<file path="src/mslm_pkg.sv">
// Constants, types and operation summary for the MAC-side serial and link-pulse pin mux
// Operation
// - With hardware configuration, family select high, speed select low and link-pulse select low pick serial mode.
// - With software configuration, family select high, rate bit zero and link-pulse select low pick serial mode.
// - With software configuration the speed select pin is driven out and shows the rate bit.
// - In serial mode each direction carries one bit stream timed by its own 10 MHz clock; here both clock pins carry the one divider clock ser_clk_q.
// - In serial mode receive clock, valid and data leave on the receive clock, valid and data bit 0 pins.
// - In serial mode the device drives the transmit clock and the MAC drives enable and data bit 0.
// - In serial mode carrier sense and collision use their usual pins and link status stays on its pin.
// - In serial mode no error indication is made or checked, so both error pins are idle.
// - Link-pulse mode needs hardware configuration and family, link-pulse and speed selects all high.
// - In link-pulse mode the device only sends and receives link pulses while the MAC decides when.
// - In link-pulse mode the pins become pulse clocks, pulse transmit in, pulse receive out and signal detect.
// - Link pulses keep one form whatever the speed setting.
// - The management clock and data pins work in every interface mode.
// - The station manager drives the management clock and frames pass over the two-way data pin.
// - Extended registers include a summary status register readable in one management read.
// - Serial mode passes bits straight through with no nibble packing.
package mslm_pkg;
  localparam int CLK_PERIOD_PS = 4000;
  localparam int SER_CLK_PERIOD_PS = 100000;
  localparam int SER_HALF_CYC = (SER_CLK_PERIOD_PS / 2) / CLK_PERIOD_PS;
  localparam int AXI_AW = 12;
  localparam logic [11:0] ADDR_CTRL = 12'h000;
  localparam logic [11:0] ADDR_STAT = 12'h004;
  localparam logic [11:0] ADDR_SUMM = 12'h008;
  localparam logic [1:0] RESP_OKAY = 2'h0;
  localparam logic [1:0] RESP_SLVERR = 2'h2;
  localparam logic [15:0] CTRL_RST = 16'h3000;
  localparam int CTRL_RATE_BIT = 13;
  localparam logic [15:0] BASIC_STAT_BASE = 16'h7809;
  localparam int BASIC_LINK_BIT = 2;
  localparam int SUM_LINK = 0;
  localparam int SUM_SPEED = 1;
  localparam int SUM_SERIAL = 2;
  localparam int SUM_PULSE = 3;
  localparam int SUM_CRS = 4;
  localparam int SUM_COL = 5;
  localparam int SUM_CFG_SW = 6;
  localparam logic [4:0] MG_REG_CTRL = 5'h00;
  localparam logic [4:0] MG_REG_STAT = 5'h01;
  localparam logic [4:0] MG_REG_SUMM = 5'h11;
  localparam logic [5:0] MG_PRE_LEN = 6'h20;
  localparam logic [3:0] MG_HDR_LAST = 4'hc;
  localparam logic [3:0] MG_DATA_LAST = 4'hf;
  localparam logic [1:0] MG_OP_READ = 2'h2;
  localparam logic [1:0] MG_OP_WRITE = 2'h1;
  typedef enum logic [1:0] {MG_IDLE, MG_HDR, MG_TA, MG_DATA} mslm_mg_state_t;
endpackage
</file>
<file path="src/mslm_linkpulse_mux.sv">
// MAC-side pin mux for serial and link-pulse modes with management and AXI4-Lite access
//
// Register access over AXI4-Lite and the address map were left to the implementer.
`timescale 1ns/100ps
module mslm_linkpulse_mux #(
  parameter int FIFO_DEPTH = 2,
  parameter logic [4:0] PHY_ADDR = 5'h01
) (
  input wire logic aclk, // System clock
  input wire logic aresetn, // Synchronous reset, active low
  input wire logic [11:0] s_axi_awaddr, // Write address
  input wire logic s_axi_awvalid, // Write address valid
  output logic s_axi_awready, // Write address ready
  input wire logic [31:0] s_axi_wdata, // Write data
  input wire logic [3:0] s_axi_wstrb, // Write byte enables
  input wire logic s_axi_wvalid, // Write data valid
  output logic s_axi_wready, // Write data ready
  output logic [1:0] s_axi_bresp, // Write response
  output logic s_axi_bvalid, // Write response valid
  input wire logic s_axi_bready, // Write response ready
  input wire logic [11:0] s_axi_araddr, // Read address
  input wire logic s_axi_arvalid, // Read address valid
  output logic s_axi_arready, // Read address ready
  output logic [31:0] s_axi_rdata, // Read data
  output logic [1:0] s_axi_rresp, // Read response
  output logic s_axi_rvalid, // Read data valid
  input wire logic s_axi_rready, // Read data ready
  input wire logic config_source_select, // Pin: high selects software configuration
  input wire logic family_select, // Pin: high selects serial or symbol family
  input wire logic link_pulse_select, // Pin: high selects link-pulse interface
  input wire logic speed_select_i, // Speed select pin, input side
  output logic speed_select_o, // Speed select pin, output side
  output logic speed_select_oe, // Speed select pin drive enable
  input wire logic mdc, // Management clock from station manager
  input wire logic mdio_i, // Management data pin, input side
  output logic mdio_o, // Management data pin, output side
  output logic mdio_oe, // Management data pin drive enable
  output logic mii_tx_clk, // Transmit clock pin
  input wire logic mii_tx_en, // Transmit enable pin
  input wire logic [3:0] mii_txd, // Transmit data pins
  input wire logic mii_tx_er, // Transmit error pin
  output logic mii_rx_clk, // Receive clock pin
  output logic mii_rx_dv, // Receive valid pin
  output logic [3:0] mii_rxd, // Receive data pins
  output logic mii_rx_er, // Receive error pin
  output logic mii_crs, // Carrier sense pin
  output logic mii_col, // Collision pin
  output logic link_status_out, // Link status pin
  input wire logic core_tx_clk, // Plain-mode transmit clock from core
  input wire logic core_rx_clk, // Plain-mode receive clock from core
  input wire logic core_rx_dv, // Plain-mode receive valid from core
  input wire logic [3:0] core_rxd, // Plain-mode receive data from core
  input wire logic core_rx_er, // Plain-mode receive error from core
  output logic core_tx_en, // Plain-mode transmit enable to core
  output logic [3:0] core_txd, // Plain-mode transmit data to core
  output logic core_tx_er, // Plain-mode transmit error to core
  input wire logic line_rx_valid, // Received line bit valid
  input wire logic line_rx_bit, // Received line bit
  output logic line_rx_ready, // Receive buffer can take a bit
  input wire logic line_crs, // Line carrier sense
  input wire logic line_col, // Line collision
  input wire logic line_link, // Line link status
  output logic line_tx_strobe, // One-cycle pulse: serial transmit bit taken
  output logic line_tx_en, // Serial transmit enable with strobe
  output logic line_tx_bit, // Serial transmit bit with strobe
  input wire logic line_nlp_rx, // Pulse: link pulse seen on the line
  output logic line_nlp_tx, // Pulse: send one link pulse
  output logic serial_mode_out, // Serial mode active
  output logic pulse_mode_out // Link-pulse mode active
);
  localparam int PW = (FIFO_DEPTH > 1) ? $clog2(FIFO_DEPTH) : 1;
  localparam logic [PW:0] FIFO_FULL = PW'(FIFO_DEPTH) == '0 ? {1'b1, {PW{1'b0}}} : (PW + 1)'(FIFO_DEPTH);
  localparam logic [4:0] HALF_LAST = 5'(mslm_pkg::SER_HALF_CYC - 1);

  if (FIFO_DEPTH < 2 || (FIFO_DEPTH & (FIFO_DEPTH - 1)) != 0) begin : g_bad_depth
    $error("FIFO_DEPTH must be a power of two of at least 2");
  end
  if (mslm_pkg::SER_HALF_CYC < 1 || mslm_pkg::SER_HALF_CYC > 32) begin : g_bad_half
    $error("Serial clock half period out of divider range");
  end

  // Pin inputs from the far side pass two flip-flops
  logic [11:0] sync1_q;
  logic [11:0] sync2_q;
  logic mdc_prev_q;
  always_ff @(posedge aclk) begin
    sync1_q <= {config_source_select, family_select, link_pulse_select, speed_select_i,
                mdc, mdio_i, mii_tx_en, mii_tx_er, mii_txd};
    sync2_q <= sync1_q;
    mdc_prev_q <= sync2_q[7];
  end
  wire cfg_sw_s = sync2_q[11];
  wire fam_s = sync2_q[10];
  wire lp_s = sync2_q[9];
  wire speed_pin_s = sync2_q[8];
  wire mdc_s = sync2_q[7];
  wire mdio_s = sync2_q[6];
  wire tx_en_s = sync2_q[5];
  wire tx_er_s = sync2_q[4];
  wire [3:0] txd_s = sync2_q[3:0];
  wire mdc_rise = mdc_s & ~mdc_prev_q;

  // Mode decode
  logic [15:0] ctrl_q;
  wire rate_bit = ctrl_q[mslm_pkg::CTRL_RATE_BIT];
  wire speed_eff = cfg_sw_s ? rate_bit : speed_pin_s;
  wire serial_mode = fam_s & ~lp_s & ~speed_eff;
  wire pulse_mode = ~cfg_sw_s & fam_s & lp_s & speed_pin_s;
  wire link_mode = serial_mode | pulse_mode;

  // Divider for the 10 MHz serial and pulse clocks
  logic [4:0] div_q;
  logic ser_clk_q;
  wire div_end = div_q == HALF_LAST;
  wire ser_rise = div_end & ~ser_clk_q;
  wire ser_fall = div_end & ser_clk_q;
  always_ff @(posedge aclk) begin
    if (!aresetn) begin
      div_q <= 5'h00;
      ser_clk_q <= 1'b0;
    end else begin
      div_q <= div_end ? 5'h00 : div_q + 5'h01;
      if (div_end) begin
        ser_clk_q <= ~ser_clk_q;
      end
    end
  end

  // FIFO_DEPTH-entry receive buffer (two by default) between line and serial receive pins
  logic mem_q [FIFO_DEPTH];
  logic [PW-1:0] wr_ptr_q;
  logic [PW-1:0] rd_ptr_q;
  logic [PW:0] cnt_q;
  assign line_rx_ready = cnt_q != FIFO_FULL;
  wire push = line_rx_valid & line_rx_ready;
  wire fifo_empty = cnt_q == '0;
  wire pop = ser_fall & serial_mode & ~fifo_empty;
  always_ff @(posedge aclk) begin
    if (!aresetn) begin
      wr_ptr_q <= '0;
      rd_ptr_q <= '0;
      cnt_q <= '0;
    end else begin
      if (push) begin
        wr_ptr_q <= wr_ptr_q + PW'(1);
      end
      if (pop) begin
        rd_ptr_q <= rd_ptr_q + PW'(1);
      end
      cnt_q <= cnt_q + (PW + 1)'(push) - (PW + 1)'(pop);
    end
  end
  always_ff @(posedge aclk) begin
    if (push) begin
      mem_q[wr_ptr_q] <= line_rx_bit;
    end
  end

  // Serial and pulse link state, receive side changes on falling serial edge
  logic ser_dv_q;
  logic ser_rd_q;
  logic nlp_pend_q;
  logic pulse_rx_q;
  logic tx_strobe_q;
  logic tx_en_q;
  logic tx_bit_q;
  logic nlp_tx_q;
  always_ff @(posedge aclk) begin
    if (!aresetn) begin
      ser_dv_q <= 1'b0;
      ser_rd_q <= 1'b0;
      nlp_pend_q <= 1'b0;
      pulse_rx_q <= 1'b0;
      tx_strobe_q <= 1'b0;
      tx_en_q <= 1'b0;
      tx_bit_q <= 1'b0;
      nlp_tx_q <= 1'b0;
    end else begin
      if (ser_fall) begin
        ser_dv_q <= pop;
        ser_rd_q <= pop ? mem_q[rd_ptr_q] : 1'b0;
        pulse_rx_q <= pulse_mode & nlp_pend_q;
      end
      // A pulse arriving as the pending flag is consumed is kept
      nlp_pend_q <= (line_nlp_rx & pulse_mode) | (nlp_pend_q & ~ser_fall);
      tx_strobe_q <= ser_rise & serial_mode;
      if (ser_rise & serial_mode) begin
        tx_en_q <= tx_en_s;
        tx_bit_q <= txd_s[0];
      end
      nlp_tx_q <= ser_rise & pulse_mode & tx_er_s;
    end
  end
  assign line_tx_strobe = tx_strobe_q;
  assign line_tx_en = tx_en_q;
  assign line_tx_bit = tx_bit_q;
  assign line_nlp_tx = nlp_tx_q;

  // Registered pin multiplexer
  logic tx_clk_q;
  logic rx_clk_q;
  logic rx_dv_q;
  logic [3:0] rxd_q;
  logic rx_er_q;
  logic crs_q;
  logic col_q;
  logic link_status_out_q;
  logic speed_o_q;
  logic speed_oe_q;
  logic ser_q;
  logic pls_q;
  logic core_tx_en_q;
  logic [3:0] core_txd_q;
  logic core_tx_er_q;
  always_ff @(posedge aclk) begin
    if (!aresetn) begin
      tx_clk_q <= 1'b0;
      rx_clk_q <= 1'b0;
      rx_dv_q <= 1'b0;
      rxd_q <= 4'h0;
      rx_er_q <= 1'b0;
      crs_q <= 1'b0;
      col_q <= 1'b0;
      link_status_out_q <= 1'b0;
      speed_o_q <= 1'b0;
      speed_oe_q <= 1'b0;
      ser_q <= 1'b0;
      pls_q <= 1'b0;
      core_tx_en_q <= 1'b0;
      core_txd_q <= 4'h0;
      core_tx_er_q <= 1'b0;
    end else begin
      tx_clk_q <= link_mode ? ser_clk_q : core_tx_clk;
      rx_clk_q <= link_mode ? ser_clk_q : core_rx_clk;
      rx_dv_q <= serial_mode ? ser_dv_q : (~pulse_mode & core_rx_dv);
      rxd_q <= serial_mode ? {3'h0, ser_rd_q} : (pulse_mode ? 4'h0 : core_rxd);
      rx_er_q <= serial_mode ? 1'b0 : (pulse_mode ? pulse_rx_q : core_rx_er);
      crs_q <= ~pulse_mode & line_crs;
      col_q <= ~pulse_mode & line_col;
      link_status_out_q <= line_link;
      speed_o_q <= rate_bit;
      speed_oe_q <= cfg_sw_s;
      ser_q <= serial_mode;
      pls_q <= pulse_mode;
      core_tx_en_q <= ~link_mode & tx_en_s;
      core_txd_q <= link_mode ? 4'h0 : txd_s;
      core_tx_er_q <= ~link_mode & tx_er_s;
    end
  end
  assign mii_tx_clk = tx_clk_q;
  assign mii_rx_clk = rx_clk_q;
  assign mii_rx_dv = rx_dv_q;
  assign mii_rxd = rxd_q;
  assign mii_rx_er = rx_er_q;
  assign mii_crs = crs_q;
  assign mii_col = col_q;
  assign link_status_out = link_status_out_q;
  assign speed_select_o = speed_o_q;
  assign speed_select_oe = speed_oe_q;
  assign serial_mode_out = ser_q;
  assign pulse_mode_out = pls_q;
  assign core_tx_en = core_tx_en_q;
  assign core_txd = core_txd_q;
  assign core_tx_er = core_tx_er_q;

  // Status words
  wire [15:0] summ_word = 16'({cfg_sw_s, line_col, line_crs, pulse_mode, serial_mode, speed_eff, line_link});
  wire [15:0] basic_word = mslm_pkg::BASIC_STAT_BASE | (16'(line_link) << mslm_pkg::BASIC_LINK_BIT);

  function automatic logic [15:0] mg_read(input logic [4:0] idx, input logic [15:0] c,
                                          input logic [15:0] b, input logic [15:0] s);
    mg_read = (idx == mslm_pkg::MG_REG_CTRL) ? c : (idx == mslm_pkg::MG_REG_STAT) ? b :
              (idx == mslm_pkg::MG_REG_SUMM) ? s : 16'h0000;
  endfunction

  // Management frame slave, sampled on synchronised clock rising edges
  mslm_pkg::mslm_mg_state_t mg_state_q;
  logic [5:0] pre_cnt_q;
  logic [3:0] bit_cnt_q;
  logic [11:0] hdr_q;
  logic mg_rd_q;
  logic mg_wr_q;
  logic [4:0] mg_reg_q;
  logic [15:0] sh_q;
  logic mdio_o_q;
  logic mdio_oe_q;
  logic mg_we;
  logic [15:0] mg_wdata;
  wire [12:0] hdr_full = {hdr_q, mdio_s};
  wire hdr_ok = hdr_full[12] & (hdr_full[9:5] == PHY_ADDR);
  assign mg_we = mdc_rise & (mg_state_q == mslm_pkg::MG_DATA) & (bit_cnt_q == mslm_pkg::MG_DATA_LAST) & mg_wr_q;
  assign mg_wdata = {sh_q[14:0], mdio_s};
  always_ff @(posedge aclk) begin
    if (!aresetn) begin
      mg_state_q <= mslm_pkg::MG_IDLE;
      pre_cnt_q <= 6'h00;
      bit_cnt_q <= 4'h0;
      hdr_q <= 12'h000;
      mg_rd_q <= 1'b0;
      mg_wr_q <= 1'b0;
      mg_reg_q <= 5'h00;
      sh_q <= 16'h0000;
      mdio_o_q <= 1'b0;
      mdio_oe_q <= 1'b0;
    end else if (mdc_rise) begin
      case (mg_state_q)
        mslm_pkg::MG_IDLE: begin
          if (mdio_s) begin
            pre_cnt_q <= (pre_cnt_q == mslm_pkg::MG_PRE_LEN) ? pre_cnt_q : pre_cnt_q + 6'h01;
          end else if (pre_cnt_q == mslm_pkg::MG_PRE_LEN) begin
            mg_state_q <= mslm_pkg::MG_HDR;
            bit_cnt_q <= 4'h0;
          end else begin
            pre_cnt_q <= 6'h00;
          end
        end
        mslm_pkg::MG_HDR: begin
          hdr_q <= hdr_full[11:0];
          bit_cnt_q <= bit_cnt_q + 4'h1;
          if (bit_cnt_q == mslm_pkg::MG_HDR_LAST) begin
            mg_state_q <= mslm_pkg::MG_TA;
            bit_cnt_q <= 4'h0;
            mg_rd_q <= hdr_ok & (hdr_full[11:10] == mslm_pkg::MG_OP_READ);
            mg_wr_q <= hdr_ok & (hdr_full[11:10] == mslm_pkg::MG_OP_WRITE);
            mg_reg_q <= hdr_full[4:0];
          end
        end
        mslm_pkg::MG_TA: begin
          if (bit_cnt_q == 4'h0) begin
            bit_cnt_q <= 4'h1;
            mdio_oe_q <= mg_rd_q;
            mdio_o_q <= 1'b0;
            sh_q <= mg_read(mg_reg_q, ctrl_q, basic_word, summ_word);
          end else begin
            mg_state_q <= mslm_pkg::MG_DATA;
            bit_cnt_q <= 4'h0;
            mdio_o_q <= mg_rd_q & sh_q[15];
            sh_q <= {sh_q[14:0], 1'b0};
          end
        end
        mslm_pkg::MG_DATA: begin
          bit_cnt_q <= bit_cnt_q + 4'h1;
          sh_q <= mg_wr_q ? mg_wdata : {sh_q[14:0], 1'b0};
          mdio_o_q <= mg_rd_q & sh_q[15];
          if (bit_cnt_q == mslm_pkg::MG_DATA_LAST) begin
            mg_state_q <= mslm_pkg::MG_IDLE;
            pre_cnt_q <= 6'h00;
            mdio_oe_q <= 1'b0;
            mdio_o_q <= 1'b0;
          end
        end
        default: mg_state_q <= mslm_pkg::MG_IDLE;
      endcase
    end
  end
  assign mdio_o = mdio_o_q;
  assign mdio_oe = mdio_oe_q;

  // AXI4-Lite slave
  logic aw_full_q;
  logic w_full_q;
  logic [11:0] awaddr_q;
  logic [31:0] wdata_q;
  logic [3:0] wstrb_q;
  logic bvalid_q;
  logic [1:0] bresp_q;
  logic rvalid_q;
  logic [31:0] rdata_q;
  logic [1:0] rresp_q;
  assign s_axi_awready = ~aw_full_q & ~bvalid_q;
  assign s_axi_wready = ~w_full_q & ~bvalid_q;
  assign s_axi_arready = ~rvalid_q;
  wire wr_go = aw_full_q & w_full_q & ~bvalid_q;
  wire wr_ctrl = wr_go & (awaddr_q == mslm_pkg::ADDR_CTRL);
  wire wr_ok = wr_ctrl | (wr_go & ((awaddr_q == mslm_pkg::ADDR_STAT) | (awaddr_q == mslm_pkg::ADDR_SUMM)));
  wire [15:0] ctrl_merged = {wstrb_q[1] ? wdata_q[15:8] : ctrl_q[15:8], wstrb_q[0] ? wdata_q[7:0] : ctrl_q[7:0]};
  wire ar_go = s_axi_arvalid & ~rvalid_q;
  wire [31:0] stat_word = {26'h0000000, line_rx_ready, pls_q, ser_q, speed_eff, link_status_out, cfg_sw_s};
  wire rd_hit = (s_axi_araddr == mslm_pkg::ADDR_CTRL) | (s_axi_araddr == mslm_pkg::ADDR_STAT) |
                (s_axi_araddr == mslm_pkg::ADDR_SUMM);
  wire [31:0] rd_word = (s_axi_araddr == mslm_pkg::ADDR_CTRL) ? {16'h0000, ctrl_q} :
                        (s_axi_araddr == mslm_pkg::ADDR_STAT) ? stat_word :
                        (s_axi_araddr == mslm_pkg::ADDR_SUMM) ? {16'h0000, summ_word} : 32'h00000000;
  always_ff @(posedge aclk) begin
    if (!aresetn) begin
      aw_full_q <= 1'b0;
      w_full_q <= 1'b0;
      awaddr_q <= 12'h000;
      wdata_q <= 32'h00000000;
      wstrb_q <= 4'h0;
      bvalid_q <= 1'b0;
      bresp_q <= mslm_pkg::RESP_OKAY;
      rvalid_q <= 1'b0;
      rdata_q <= 32'h00000000;
      rresp_q <= mslm_pkg::RESP_OKAY;
      ctrl_q <= mslm_pkg::CTRL_RST;
    end else begin
      if (s_axi_awvalid & s_axi_awready) begin
        aw_full_q <= 1'b1;
        awaddr_q <= {s_axi_awaddr[11:2], 2'h0};
      end
      if (s_axi_wvalid & s_axi_wready) begin
        w_full_q <= 1'b1;
        wdata_q <= s_axi_wdata;
        wstrb_q <= s_axi_wstrb;
      end
      if (wr_go) begin
        aw_full_q <= 1'b0;
        w_full_q <= 1'b0;
        bvalid_q <= 1'b1;
        bresp_q <= wr_ok ? mslm_pkg::RESP_OKAY : mslm_pkg::RESP_SLVERR;
      end else if (s_axi_bready) begin
        bvalid_q <= 1'b0;
      end
      // Bus write wins over a management write in the same cycle
      if (wr_ctrl) begin
        ctrl_q <= ctrl_merged;
      end else if (mg_we & (mg_reg_q == mslm_pkg::MG_REG_CTRL)) begin
        ctrl_q <= mg_wdata;
      end
      if (ar_go) begin
        rvalid_q <= 1'b1;
        rdata_q <= rd_word;
        rresp_q <= rd_hit ? mslm_pkg::RESP_OKAY : mslm_pkg::RESP_SLVERR;
      end else if (s_axi_rready) begin
        rvalid_q <= 1'b0;
      end
    end
  end
  assign s_axi_bvalid = bvalid_q;
  assign s_axi_bresp = bresp_q;
  assign s_axi_rvalid = rvalid_q;
  assign s_axi_rdata = rdata_q;
  assign s_axi_rresp = rresp_q;

  // Counts cycles that the serial clock has held its level
  logic ser_seen_q;
  logic [4:0] half_run_q;
  always_ff @(posedge aclk) begin
    if (!aresetn) begin
      ser_seen_q <= 1'b0;
      half_run_q <= 5'h00;
    end else begin
      ser_seen_q <= ser_clk_q;
      half_run_q <= (ser_clk_q != ser_seen_q) ? 5'h01 : half_run_q + 5'h01;
    end
  end
endmodule

</file>
<file path="config.mk">
export PLATFORM = sky130hd
export DESIGN_NAME = mslm_linkpulse_mux
export DESIGN_NICKNAME = d
export VERILOG_FILES = /design/src/mslm_pkg.sv /design/src/mslm_linkpulse_mux.sv
export SDC_FILE = /design/constraint.sdc
export NUM_CORES = 1
export LEC_CHECK = 0
export ABC_AREA = 1
export BUFFER_PORTS_ARGS = -buffer_cell sky130_fd_sc_hd__buf_2
export CORE_AREA = 2 2 151 153
export DETAILED_ROUTE_END_ITERATION = 8
export DIE_AREA = 0 0 153 155
export GPL_ROUTABILITY_DRIVEN = 0
export PLACE_DENSITY = 0.55
export SYNTH_ARGS = -nofsm -noshare
export SYNTH_HDL_FRONTEND = slang
export SYNTH_SLANG_ARGS = --single-unit
</file>
<file path="constraint.sdc">
create_clock -name aclk -period 2.28 [get_ports aclk]
set_input_delay 0.228 -clock aclk [delete_from_list [all_inputs] [get_ports aclk]]
set_output_delay 0.228 -clock aclk [all_outputs]
set_load 0.01 [all_outputs]
</file>
; ---- After elaboration in Yosys (flattened, before gate mapping)
; Memories as Yosys holds them, arrays and structs flattened. A register that Yosys moved wholly into a read port is not among the register bits.
; Index checks and enable logic that the tools add are counted.
[word_totals]
ramBits = 2
n_memories = 1
word_cells = 225
ff_bits = 197
[op_classes]
n_addsub = 7
eq_ne = 26
n_mux = 53
bitwise_logic = 59
n_reduce_logical = 25
[mem_list]
columns = name, depth, width, read_ports, rd_ports_with_merged_regs, wr, line
row1 = mem_q, 2, 1, 1, 1, 1, mslm_linkpulse_mux.sv:130  ; logic mem_q [FIFO_DEPTH];
[ops]
columns = op, n
row1 = two-way mux 16 bit, 5
row2 = bitwise AND 1 bit, 39
row3 = one-hot mux 16 bit (2 select lines), 1
row4 = zero test 12 bit, 2
row5 = two-way mux 6 bit, 4
row6 = two-way mux 1 bit, 22
row7 = two-way mux 7 bit, 3
row8 = inequality test 2 bit (second input constant), 9
row9 = two-way mux 8 bit, 2
row10 = one-hot mux 4 bit (4 select lines), 1
row11 = two-way mux 15 bit, 1
row12 = two-way mux 2 bit, 7
row13 = NOT 1 bit, 14
row14 = == test 12 x 3 -> 1 bit (second input constant), 1
row15 = == test 12 x 4 -> 1 bit (second input constant), 1
row16 = two-way mux 4 bit, 3
row17 = one-hot mux 6 bit (2 select lines), 1
row18 = == test 10 x 1 -> 1 bit (second input constant), 1
row19 = == test 10 x 2 -> 1 bit (second input constant), 1
row20 = == test 5 x 1 -> 1 bit (second input constant), 2
row21 = nonzero test 2 bit, 5
row22 = == test 4 bit (second input constant), 2
row23 = one-hot mux 2 bit (4 select lines), 1
row24 = AND reduction 2 bit, 4
row25 = other kinds (22), 38

; ---- Depth between registers and ports, before layout
[depth]
ltp_word = 9
mapped_depth = 11
ltp_nobuf = 11

; ---- Worst setup path after synthesis
; OpenSTA, ideal clock, no wires.
[synth_timing]
kind = reg-to-reg
startpoint = register div_q[0]
endpoint = register cnt_q[1]
setup_time_ns = 0.070
required_time_ns = 2.210
period_less_slack_ns = 1.995
path_stages_with_launch = 12
arrival_time_ns = 1.926
setup_slack_ns = 0.285
n_path_buf = 0
path_cell_list = dfxtp_1 -> ha_1 -> nand2_1 -> nor3_1 -> nand2_1 -> nor3_2 -> ha_1 -> inv_1 -> ha_1 -> xor2_1 -> o21ai_0 -> a21oi_1
[synth_via]
elab_chain_len = 5
[synth_lines]
columns = element, line
row1 = "start, declared", mslm_linkpulse_mux.sv:112  ; logic [4:0] div_q;
row2 = "start signal, assigned", mslm_linkpulse_mux.sv:122  ; div_q <= div_end ? 5'h00 : div_q + 5'h01;
row3 = == test 5 x 4 -> 1 bit, mslm_linkpulse_mux.sv:114  ; wire div_end = div_q == HALF_LAST;
row4 = bitwise AND 1 bit, mslm_linkpulse_mux.sv:116  ; wire ser_fall = div_end & ser_clk_q;
row5 = bitwise AND 1 bit (2 in series), mslm_linkpulse_mux.sv:137  ; wire pop = ser_fall & serial_mode & ~fifo_empty;
row6 = named net pop, mslm_linkpulse_mux.sv:137
row7 = subtractor 2 x 1 -> 2 bit, mslm_linkpulse_mux.sv:150  ; cnt_q <= cnt_q + (PW + 1)'(push) - (PW + 1)'(pop);
row8 = "end signal, assigned", mslm_linkpulse_mux.sv:150
row9 = "end, declared", mslm_linkpulse_mux.sv:133  ; logic [PW:0] cnt_q;
; The timed path passes the listed nets, and every way through them passes these cells.
; A chain may end at the register's enable or synchronous reset.

; ---- Worst setup path in the final report
; Same ends and word-level chain as after synthesis.

==> impl_results.md <==
- Status: finished, final reports clean
- Distinct cells, synth: 45
- Post-synth EDFFs: 2
- Max Slew Vio Count: 0
- Ys flop type: dfxtp_1
- Reg-to-reg setup timing slack: 0.26 ns
- Remaining Overflow, GRT: 0
- Drt initial violations: 273
- Initial antenna violation count: 0
- Clock transition at path regs: 0.08 ns
- Cell Chain, Critical Path: ha_1 > nand2_1 > nor3_2 > nand2_1 > nor3_2 > ha_1 > inv_1 > ha_1 > xor2_1 > o21ai_0 > a21oi_1
- Tcrit/Tclk final: 88.66%
- PwrDens: 750.9 nW/um^2
- H-Tree Depth: 4
- Peak VDD IR: 0.4767 mV
- Chip Width: 153 um
- ANT cells: 0
- Final critical-path required period: 2.021 ns
- Slowest cell delay on critical path: 0.37 ns
- Area occupied by multi-input gates: 3369 sq um
- R2R depth: 11
- Fillers: 2338
- Largest net degree at the start of global routing: 104
- Vias post-DR: 6584
- Post-synthesis sequential area ratio: 47.91%
- Synth warn: 0
- Tot GR Track Use: 15.57%
- Max Freq: 494.7 MHz
- Worst path most repeated cell: ha_1
- FF/Latch Area: 3664 sq um
- # clock sinks: 182
- Routed Antenna Nets: 0
- WL final: 18290 um
- Synth Instances: 999
- I/O pins: 162
- PortBufs: 123
- Crit-path max FO: 4
- Via/cell ratio: 4.611
- Drt wl/cell: 12.81 um
- Hold WS: 0.02990 ns
- Most frequent cells in the layout: nand2_1, dfxtp_1, nor2_1, buf_2, a21oi_1
- First-pass GRT wire length: 30240 um
- Worst slew margin: 66.65%
- Most common cell after layout, fill and taps aside: nand2_1
- Final setup fails: 0
- Worst Setup SP: div_q[0]$_SDFF_PP0_
- Drt pass-1 iters: 4
- Cts bufs inserted: 17
- DRC violations left: 0
- Min-delay src: core_rx_dv
- Chip Height: 155 um
- Post-DP HPWL: 12950 um
- # Post-CTS Setup Buffers: 0
- Core ar.: 22230 sq um
- RSZ-0062 raised after global routing: no
- Setup_tns: 0 ns
- Worst Setup EP: cnt_q[1]$_SDFF_PN0_
- Layout cells sized above 1: 19.07%
- Hold Path Class: in -> reg
- Worst r2r src: div_q[0]$_SDFF_PP0_
- Reg-to-reg critical path endpoint: cnt_q[1]$_SDFF_PN0_
- Crit path max-delay cell type: dfxtp_1
- CP Class: reg -> reg
- Vias in the first global route: 6253
- Pleak: 4.248 nW
- WP data arrival: 2.39 ns
- Total die area: 23720 sq um
- CTS tree: done
- Fin. Hold Viols: 0
- Slew @ Worst Pin: 0.4972 ns
- Initial core utilization: 34.40%
- Total of max-cap violations: 0
- Post-synth ARST share: 0%
- Clock Skews: 0.01831 ns
- CP endpoint kind: flip-flop
- Setup crit start kind: flip-flop
- Yosys reg bits: 182
- Worst-Skew Late Latency: 0.44 ns
- Mapped Area: 7647 sq um
- FP Rows: 55
- Clk buf depth: 2
- Fin nets: 1235
- Root Buffer: clkbuf_16
- Area Growth Syn to Fin: 20.99%
- Worst Path Required: 2.65 ns
- Avg Cell Area, Syn: 7.655 sq um
## sequential cells by signal, summed over array words and instances (netlist names), 6 cells and up, named ones only
signal,flops
ctrl_q,16
pre_cnt_q,6
s_axi_rdata,16
sh_q,16
sync1_q,12
wdata_q,16
awaddr_q,10
hdr_q,12
sync2_q,12
## timing repair
item                       4_1_cts  5_1_grt
gates resized for setup          0        1
setup endpoints to repair        0        1
hold buffers                    17        0
hold endpoints to repair        18        0
## synthesized netlist by cell type (10+ instances only)
| library cell | n | area, sq um |
|---|---|---|
| dfxtp_1 | 180 | 3603 |
| a21oi_2 | 10 | 87.58 |
| ha_1 | 12 | 150.1 |
| buf_2 | 12 | 60.06 |
| inv_1 | 73 | 274.0 |
| nor2_1 | 139 | 521.8 |
| nand3_1 | 79 | 395.4 |
| nand2_1 | 189 | 709.4 |
| clkbuf_1 | 20 | 75.07 |
| a21oi_1 | 90 | 450.4 |
| buf_4 | 19 | 142.6 |
| o21ai_0 | 73 | 365.4 |
## cells by family (layout without fill, tap and decap cells)
logic type	Yosys count	in the layout	share of synthesized area [%]
compound gates	196	196	13.84
xor+xnor	3	3	0.3436
fa+ha+maj	12	12	1.963
buf+inv	144	271	8.933
flops	182	182	47.91
mux	1	1	0.1309
other cells	1	18	0.04904
simple gates	460	460	26.83
## area by class of cell
| cell class | instances | area share [%] |
|---|---|---|
| Sequential cell | 182 | 39.59 |
| Multi-Input combinational cell | 690 | 36.42 |
| Timing Repair Buffer | 155 | 9.980 |
| Clock buffer | 17 | 4.598 |
| Tap cell | 285 | 3.854 |
| Inverter | 84 | 3.408 |
| Clock inverter | 15 | 2.150 |
## per-layer routing
metal | vias up | part of all wire, % | global-route usage, %
met5 | - | 0 | 0
met4 | 0 | 1.1 | 4.586
met3 | 15 | 2.9 | 2.981
met2 | 98 | 49 | 26.91
met1 | 2997 | 47 | 19.83
li1 | 3474 | - | -
## critical path, delay by kind of cell (launching register included)
kind,cells,cell delay (ns)
AO/OA/AOI/OAI,2,0.22
AND/OR/NAND/NOR,4,0.56
adder cells (fa/ha/maj),3,0.59
XOR/XNOR,1,0.18
flip-flops,1,0.37
buffers and inverters,1,0.06
## report_power, final
part	switching, mW	total (mW)	internal (mW)
combinational	0.338	0.549	0.212
sequential	0.0649	3.38	3.31
clock	1.50	3.02	1.52
## worst min path at each step
stage	to	slack, ns	depth (start not counted)
2_1_floorplan	sync1_q[0]$_DFF_P_	0.26	0
4_1_cts	mii_rx_dv$_SDFF_PN0_	0.01	3
3_5_place_dp	sync2_q[4]$_DFF_P_	0.31	0
3_3_place_gp	sync2_q[1]$_DFF_P_	0.31	0
6_report	mii_rx_dv$_SDFF_PN0_	0.03	3
5_1_grt	mii_rx_dv$_SDFF_PN0_	0.01	3
## per-stage QoR
| step | instances | area (sq um) | setup WS (ns) | utilization, % | power [mW] |
|---|---|---|---|---|---|
| 2_1_floorplan | 1016 | 7711 | 0.2846 | - | 3.816 |
| 3_3_place_gp | 1379 | 8453 | 0.2110 | 38.03 | 3.982 |
| 3_5_place_dp | 1379 | 8453 | 0.1742 | 38.03 | 3.989 |
| 4_1_cts | 1428 | 9248 | 0.1518 | 41.60 | 7.050 |
| 5_1_grt | 1428 | 9253 | 0.05803 | 41.63 | 7.249 |
| 6_report | 1428 | 9253 | 0.2586 | 41.63 | 6.948 |
Note: power is estimated with default switching activity, not from simulation.
